--- src/verilog/rlstat_pkg.sv ---
// Package with register map, field layout and reset values for the reference and loop status bank.
package rlstat_pkg;

  localparam int unsigned NUM_REFS      = 5;
  localparam int unsigned FIRST_REF     = 5;

  // Printed offsets are register indices; the byte address is four times the index.
  localparam logic [9:0] IDX_REF_FLAGS_5   = 10'h10b;
  localparam logic [9:0] IDX_REF_FLAGS_6   = 10'h10c;
  localparam logic [9:0] IDX_REF_FLAGS_7   = 10'h10d;
  localparam logic [9:0] IDX_REF_FLAGS_8   = 10'h10e;
  localparam logic [9:0] IDX_REF_FLAGS_9   = 10'h10f;
  localparam logic [9:0] IDX_LOOP0_HEALTH  = 10'h116;
  localparam logic [9:0] IDX_IRQ_STATUS    = 10'h1f0;
  localparam logic [9:0] IDX_IRQ_MASK      = 10'h1f1;

  localparam logic [11:0] ADDR_REF_FLAGS_5  = {IDX_REF_FLAGS_5, 2'h0};
  localparam logic [11:0] ADDR_LOOP0_HEALTH = {IDX_LOOP0_HEALTH, 2'h0};
  localparam logic [11:0] ADDR_IRQ_STATUS   = {IDX_IRQ_STATUS, 2'h0};
  localparam logic [11:0] ADDR_IRQ_MASK     = {IDX_IRQ_MASK, 2'h0};

  // Reference monitor flag positions.
  localparam int unsigned BIT_SIGNAL_LOST  = 0;
  localparam int unsigned BIT_CYCLE_FAIL   = 1;
  localparam int unsigned BIT_COARSE_FAIL  = 2;
  localparam int unsigned BIT_SOAK_FAIL    = 3;
  localparam int unsigned BIT_PRECISE_FAIL = 4;
  localparam int unsigned REF_FLAG_W = 5;

  // Loop 0 health positions.
  localparam int unsigned BIT_LOCK_LOST    = 0;
  localparam int unsigned BIT_HOLDOVER     = 1;
  localparam int unsigned BIT_RANGE_HIT    = 5;
  localparam int unsigned BIT_PHMEM_HIT    = 6;
  localparam int unsigned BIT_SLOPE_HIT    = 7;

  localparam logic [7:0] REG_RESET = 8'h00;
  localparam int unsigned IRQ_W    = NUM_REFS * REF_FLAG_W + 5;

endpackage
--- src/verilog/rlstat_bank.sv ---
// APB register bank reporting reference monitor flags 5 to 9 and loop 0 health.
`timescale 1ns/100ps
`default_nettype none

module rlstat_bank
  import rlstat_pkg::*;
(
  input  wire logic        pclk,
  input  wire logic        presetn,
  input  wire logic        psel,
  input  wire logic        penable,
  input  wire logic        pwrite,
  input  wire logic [11:0] paddr,
  input  wire logic [31:0] pwdata,
  output logic      [31:0] prdata,
  output logic             pready,
  output logic             pslverr,
  input  wire logic [4:0]  ref_precise_fail,
  input  wire logic [4:0]  ref_soak_fail,
  input  wire logic [4:0]  ref_coarse_fail,
  input  wire logic [4:0]  ref_cycle_fail,
  input  wire logic [4:0]  ref_signal_lost,
  input  wire logic        loop0_slope_hit,
  input  wire logic        loop0_phmem_hit,
  input  wire logic        loop0_range_hit,
  input  wire logic        holdover_active,
  input  wire logic        loop0_locked,
  output logic             irq
);

  // Monitor inputs come from other logic and pass two flip-flops first.
  logic [IRQ_W-1:0] raw_vec;
  logic [IRQ_W-1:0] sync_a;
  logic [IRQ_W-1:0] sync_b;
  logic [IRQ_W-1:0] prev_b;
  logic [IRQ_W-1:0] irq_status;
  logic [IRQ_W-1:0] irq_mask;

  assign raw_vec = {loop0_slope_hit, loop0_phmem_hit, loop0_range_hit, holdover_active,
                    ~loop0_locked, ref_precise_fail, ref_soak_fail, ref_coarse_fail,
                    ref_cycle_fail, ref_signal_lost};

  always_ff @(posedge pclk or negedge presetn)
  begin
    if (!presetn)
    begin
      sync_a <= '0;
      sync_b <= '0;
      prev_b <= '0;
    end
    else
    begin
      sync_a <= raw_vec;
      sync_b <= sync_a;
      prev_b <= sync_b;
    end
  end

  // Per-reference flag bytes; upper bits are reserved and read zero.
  logic [7:0] ref_byte [NUM_REFS];
  genvar g;
  generate
    for (g = 0; g < NUM_REFS; g++)
    begin : gen_ref
      always_comb
      begin
        ref_byte[g]          = REG_RESET;
        ref_byte[g][BIT_PRECISE_FAIL] = sync_b[4*NUM_REFS + g];
        ref_byte[g][BIT_SOAK_FAIL]    = sync_b[3*NUM_REFS + g];
        ref_byte[g][BIT_COARSE_FAIL]  = sync_b[2*NUM_REFS + g];
        ref_byte[g][BIT_CYCLE_FAIL]   = sync_b[NUM_REFS + g];
        ref_byte[g][BIT_SIGNAL_LOST]  = sync_b[g];
      end
    end
  endgenerate

  localparam int unsigned LB = REF_FLAG_W * NUM_REFS;
  logic [7:0] loop_byte;
  always_comb
  begin
    loop_byte                = REG_RESET;
    loop_byte[BIT_SLOPE_HIT] = sync_b[LB + 4];
    loop_byte[BIT_PHMEM_HIT] = sync_b[LB + 3];
    loop_byte[BIT_RANGE_HIT] = sync_b[LB + 2];
    loop_byte[BIT_HOLDOVER]  = sync_b[LB + 1];
    loop_byte[BIT_LOCK_LOST] = sync_b[LB];
  end

  // Address decode.
  wire        access      = psel & penable;
  wire [9:0]  idx         = paddr[11:2];
  wire [9:0]  ref_off     = idx - IDX_REF_FLAGS_5;
  wire        hit_ref     = (idx >= IDX_REF_FLAGS_5) && (idx <= IDX_REF_FLAGS_9);
  wire        hit_loop    = (idx == IDX_LOOP0_HEALTH);
  wire        hit_status  = (idx == IDX_IRQ_STATUS);
  wire        hit_mask    = (idx == IDX_IRQ_MASK);
  wire        mapped      = hit_ref | hit_loop | hit_status | hit_mask;
  wire        wr_status   = access & pwrite & hit_status;
  wire        wr_mask     = access & pwrite & hit_mask;
  wire [2:0]  ref_sel     = ref_off[2:0];
  wire [7:0]  sel_ref     = hit_ref ? ref_byte[ref_sel] : 8'h00;

  logic [31:0] next_prdata;
  assign next_prdata = hit_loop   ? {24'h000000, loop_byte} :
                       hit_ref    ? {24'h000000, sel_ref} :
                       hit_status ? {{(32-IRQ_W){1'b0}}, irq_status} :
                       hit_mask   ? {{(32-IRQ_W){1'b0}}, irq_mask} : 32'h00000000;

  // Zero-wait slave; read data is captured at the setup edge so that it comes from a flop
  // throughout the access cycle. Writes to status bytes are dropped, unmapped access errors.
  wire        rd_setup    = psel & ~penable & ~pwrite;
  assign pready  = 1'b1;
  assign pslverr = access & ~mapped;

  // Rising flag edges set sticky bits; a new event beats a write-one clear.
  wire [IRQ_W-1:0] rise = sync_b & ~prev_b;
  logic [IRQ_W-1:0] next_irq_status;
  assign next_irq_status = (irq_status & ~(wr_status ? pwdata[IRQ_W-1:0] : '0)) | rise;

  always_ff @(posedge pclk or negedge presetn)
  begin
    if (!presetn)
    begin
      irq_status <= '0;
      irq_mask   <= '0;
      irq        <= 1'b0;
      prdata     <= 32'h00000000;
    end
    else
    begin
      irq_status <= next_irq_status;
      if (wr_mask)
        irq_mask <= pwdata[IRQ_W-1:0];
      irq        <= |(next_irq_status & (wr_mask ? pwdata[IRQ_W-1:0] : irq_mask));
      prdata     <= rd_setup ? next_prdata : 32'h00000000;
    end
  end

endmodule

`default_nettype wire

--- config.mk ---
export PLATFORM = sky130hd
export DESIGN_NAME = rlstat_bank
export DESIGN_NICKNAME = d
export VERILOG_FILES = /design/src/verilog/rlstat_pkg.sv /design/src/verilog/rlstat_bank.sv
export SDC_FILE = /design/constraint.sdc
export NUM_CORES = 1
export LEC_CHECK = 0
export ABC_CLOCK_PERIOD_IN_PS = 2300
export BUFFER_PORTS_ARGS = -buffer_cell sky130_fd_sc_hd__buf_2
export CAP_MARGIN = 15
export CORE_UTILIZATION = 40
export DETAILED_ROUTE_END_ITERATION = 10
export PLACE_DENSITY = 0.63
export SLEW_MARGIN = 0
export SYNTH_ARGS = -nofsm -noshare
export SYNTH_HDL_FRONTEND = slang
export SYNTH_SLANG_ARGS = --single-unit
--- constraint.sdc ---
create_clock -name pclk -period 2.3 [get_ports pclk]
set_input_delay 0.345 -clock pclk [delete_from_list [all_inputs] [get_ports pclk]]
set_output_delay 0.345 -clock pclk [all_outputs]
set_load 0.03 [all_outputs]
* After elaboration in Yosys (flattened, before gate mapping)
Cells that the tools add are included.
** Storage, ports and cells
- Bits of input ports :: 79
- Logic and storage cells :: 47
- Register bits :: 181
- Output and inout bits :: 35
** Cells by class
- Bitwise gates (word level) :: 21
- Reductions and logical operators :: 2
- Add/subtract/negate cells :: 1
- Equality and inequality tests :: 3
- Mux-type cells :: 10
- Magnitude comparators :: 3
** Operators with widths (number)
- 2-to-1 mux 30 bit :: 7
- bitwise AND 30 bit :: 3
- NOT 30 bit :: 2
- equality test 10 x 9 -> 1 bit (second input constant) :: 3
- OR 30 bit :: 1
- OR reduction 30 bit :: 1
- binary-select mux 8 bit (select 3 bit) :: 1
- 2-to-1 mux 8 bit :: 2
- greater-or-equal comparator 10 x 9 -> 1 bit (second input constant) :: 1
- less-or-equal comparator 10 x 9 -> 1 bit (second input constant) :: 1
- bitwise AND 1 bit :: 7
- greater-or-equal comparator 4 bit (second input constant) :: 1
- NOT 1 bit :: 4
- NOT 3 -> 4 bit :: 1
- OR 1 bit :: 3
- subtractor 3 x 2 -> 3 bit (second input constant) :: 1
- logical AND 1 bit :: 1

* Logic depth before layout (Yosys ltp)
- Depth in word-level cells :: 9
- Gate-level depth with buffers :: 12
- Mapped depth without buffers :: 8

* Least setup slack after synthesis
No wires, ideal clock.
- Path kind :: input -> register
- From :: in paddr[2]
- To :: reg irq
- Data arrival time :: 2720 ps
- Setup time :: 139 ps
- Setup slack :: -558 ps
- Cell stages on the path :: 11
- Cells stage by stage :: clkbuf_1 > inv_1 > ha_1 > buf_4 > and4_1 > buf_4 > nand3_4 > or3b_1 > a32o_1 > or4_1 > or4_1
** On the way
- Longest elaborated chain between the ends :: 8
- Elaborated cells on any way between the ends :: 11
** Ends and longest elaborated chain
- start, declared :: RTL line rlstat_bank.sv:13 : input wire logic [11:0] paddr,
- equality test 10 x 9 -> 1 bit :: RTL line rlstat_bank.sv:95 : wire hit_status = (idx == IDX_IRQ_STATUS);
- bitwise AND 1 bit :: RTL line rlstat_bank.sv:98 : wire wr_status = access & pwrite & hit_status;
- 2-to-1 mux 30 bit :: RTL line rlstat_bank.sv:118 : assign next_irq_status = (irq_status & ~(wr_status ? pwdata[IRQ_W-1:0] : '0)) | rise;
- NOT 30 bit :: RTL line rlstat_bank.sv:118
- bitwise AND 30 bit :: RTL line rlstat_bank.sv:118
- OR 30 bit :: RTL line rlstat_bank.sv:118
- bitwise AND 30 bit * :: RTL line rlstat_bank.sv:134 : irq <= |(next_irq_status & (wr_mask ? pwdata[IRQ_W-1:0] : irq_mask));
- OR reduction 30 bit * :: RTL line rlstat_bank.sv:134
- end signal, assigned :: RTL line rlstat_bank.sv:134
- end, declared :: RTL line rlstat_bank.sv:28 : output logic irq
Mark *: on every way between the ends. The rest lies on a longest branch, timed or not.

* Worst setup path after layout
- From :: in paddr[3]
- To :: reg irq
The elaborated chain is that of the path after synthesis.

==> impl_metrics.csv <==
group,metric,value,unit
run_status,status,"complete, but fails checks",
run_status,violations,"setup timing",
logic_synthesis,yosysMostFrequentCell,"dfrtp_1",
worst_setup_path,reg2reg_from,"sync_b[5]",
cts,cts_tree,"built",
worst_setup_path,reg2reg_depth,5,
cts,cts_buffers,17,
sta,min_period,2.386,ns
power,p_clk_frac,0.433,
logic_synthesis,yosys.area.top_type,"dfrtp_1",
logic_synthesis,syn_inst,512,
power,power_switching_share,0.2270,
detailed_routing,wl_per_cell,19.58,um
logic_synthesis,yosysWarningCount,0,
die,boundaryPins,114,
detailed_routing,drc_errors,0,
die,row_count,47,
worst_setup_path,critical_path.cell_chain,"buf_8, inv_6, ha_4, nand4_1, nor3_4, buf_6, buf_12, mux2i_1, o32ai_1, or4_4, or4_1",
placed_design,dp_hpwl,13270,um
logic_synthesis,ys.flop_type,"dfrtp_1",
logic_synthesis,synth_area_leaders,"dfrtp_1 67%, a22oi_1 3.7%, mux2_2 3.2%",
sta,period_share,1.037,
detailed_routing,dr.pass1.iters,5,
min_path,hold-path-cell-count,1,
global_routing,antenna_found_initial,0,
global_routing,grt.overflow.total,0,
placed_design,place_ws,-0.7725,ns
logic_synthesis,synth_area,6768,um2
cells_and_area,layout-drive-gt1-share,0.3983,
worst_setup_path,path_class,"input port to register",
worst_setup_path,worstPathRequired,2.60,ns
power,internal_power,5.070,mW
run,maxCapViolations,0,
power,power_density,720.7,nW/um2
cts,htree_levels,4,
worst_setup_path,crit_path_end_kind,"register",
worst_setup_path,critical-path-max-stage-delay,0.53,ns
logic_synthesis,async_reset_ff_frac,1.000,
die,start_util,0.4096,
sta,grt_setup_unrepaired,"yes",
logic_synthesis,ys_ff_latch,181,
sta,final_max_slew_viol_count,0,
logic_synthesis,yosysTopAreaCellShare,0.6693,
power,ir_drop,0.5318,mV
worst_setup_path,rrSetupSlack,0.10,ns
worst_setup_path,crit_arrival,2.69,ns
detailed_routing,avgViaCountPerCell,5.233,
detailed_routing,drt_iter0_drc,452,
power,pwr-share-comb,0.061,
min_path,hold_path_class,"input port to register",
cts,clk_root_buffer_cell,"clkbuf_16",
logic_synthesis,netlist_top_cells_count,"181 x dfrtp_1, 37 x nor2_1, 33 x a22oi_1",
detailed_routing,postRouteAntennaNets,0,
die,die_area,17440,um2
cts,clk_latency,0.43,ns
power,p_sw,1.489,mW
worst_setup_path,critPathLaunchType,"input port",
global_routing,grt_pass1_wl,29510,um
die,die_w,132.1,um
logic_synthesis,syn-mean-instance-area,13.22,um2
min_path,holdPathEnd,"sync_a[10]",
global_routing,grt_max_degree,56,
worst_setup_path,path_max_fanout,8,
power,p_seq_frac,0.505,
sta,worst_hold_slack,0.01919,ns
detailed_routing,vias,4909,
logic_synthesis,synth-edff-count,0,
logic_synthesis,ys_types,53,
cts,clock_sinks,181,
placed_design,io_buffers,106,
die,die_height,132.1,um
cells_and_area,layout.nets,789,
detailed_routing,drt_wl_total,18370,um
logic_synthesis,seq_area_frac_synth,0.6693,
sta,finalHoldViolCount,0,
global_routing,grt_use_total,0.2279,
sta,finalSetupViolCount,1,
cts,cts_buffer_depth,2,
worst_setup_path,regToRegEndpoint,"irq",
sta,fin_ws,-0.08619,ns
min_path,min-delay-start,"ref_coarse_fail[0]",
worst_setup_path,cp_slowest_cell,"or4_4",
cts,clk_pin_slew_worst_paths,0.06,ns
placed_design,gp_congestion,0.8446,
cells_and_area,antenna_cells,0,
sta,fin_worst_skew,0.007923,ns
cells_and_area,syn2layout_area_growth,34.50,%
power,leakagePower,4.345,nW
die,core-area,16520,um2
sta,fmax,419.1,MHz
global_routing,grt_pass1_vias,5327,
-- kinds of logic after synthesis --
| logic type | count (synthesis) | synth area share |
|---|---|---|
| other | 2 | 0.001110 |
| buffers and inverters | 56 | 0.03716 |
| AND/OR/NAND/NOR | 137 | 0.1141 |
| XOR/XNOR | 1 | 0.001294 |
| AO/OA/AOI/OAI | 102 | 0.1133 |
| flip-flops | 181 | 0.6693 |
| multiplexers | 29 | 0.05639 |
| adder cells (fa/ha/maj) | 4 | 0.007395 |
-- cell type report --
type,instances,area (um2)
well taps,220,275.3
multi-input cells,276,2207
inverters,29,113.9
fillers,1385,7422
clock buffers,21,450.4
repair buffers,201,1403
clock inverters,10,123.9
flip-flops and latches,181,4529
-- state kept, by name, summed over array words and instances, names as in the netlist --
| register | count |
|---|---|
| prdata | 30 |
| prev_b | 30 |
| irq_status | 30 |
| sync_a | 30 |
| irq_mask | 30 |
| irq | 1 |
| sync_b | 30 |
-- how the worst max path moves through the flow --
stage	startpoint	endpoint	slack, ns	depth (start not counted)
after floorplan	paddr[3]	irq	-0.42	9
after global placement	paddr[2]	irq	-0.92	11
after detailed placement	paddr[11]	irq	-0.77	10
after CTS	paddr[3]	irq	-0.05	11
after global routing	paddr[3]	irq	-0.19	12
final	paddr[3]	irq	-0.09	11
-- per-stage QoR --
stage / instances / power [mW] / utilization / area (um2) / TNS (ns)
after global routing: 938 / 6.811 / 0.5508 / 9102 / -0.1905
after detailed placement: 897 / 3.753 / 0.4956 / 8190 / -0.7895
after global placement: 897 / 3.744 / 0.4956 / 8190 / -0.9495
after floorplan: 513 / 3.479 / - / 6797 / -0.4239
after CTS: 937 / 6.620 / 0.5473 / 9044 / -0.05444
final: 938 / 6.560 / 0.5508 / 9102 / -0.08619
-- placed cells by master (no fill, tap or decap), types with 12 or more instances in the layout --
master | netlist | final
dfrtp_1 | 181 | 181
buf_2 | 3 | 103
buf_4 | 6 | 79
nor2_1 | 37 | 37
a22oi_1 | 33 | 30
nand4_1 | 29 | 29
inv_1 | 29 | 27
nand2_1 | 22 | 22
clkbuf_16 | 0 | 17
mux2_2 | 19 | 15
o21ai_0 | 12 | 12
-- power by group through the flow --
stage          sequential (mW)  combinational [mW]  clock (mW)
6_report                  3.31               0.403        2.84
5_1_grt                   3.32               0.441        3.05
4_1_cts                   3.31               0.401        2.90
3_5_place_dp              3.37               0.380           0
3_3_place_gp              3.37               0.374           0
2_1_floorplan             3.36               0.122           0
-- layer usage --
layer / global-route usage / up-vias / routed length [um]
met2: 0.3727 / 185 / 9113
met1: 0.2928 / 2449 / 7815
met4: 0.1130 / 0 / 503
met5: 0 / - / 0
li1: - / 2239 / -
met3: 0.04152 / 36 / 935
-- repair_timing --
item	CTS	global route
setup buffers	8	0
hold endpoints to repair	44	1
hold buffers	1	1
pin swaps	9	0
endpoints found under the setup margin	2	2
gates resized for setup	41	7
-- critical path: cells and delay by family --
family,cells,cell delay (ns)
compound gates,1,0.12
fa+ha+maj,1,0.13
buf+inv,4,0.46
mux,1,0.23
simple gates,4,1.39
Note: power is estimated with default switching activity, not from simulation.
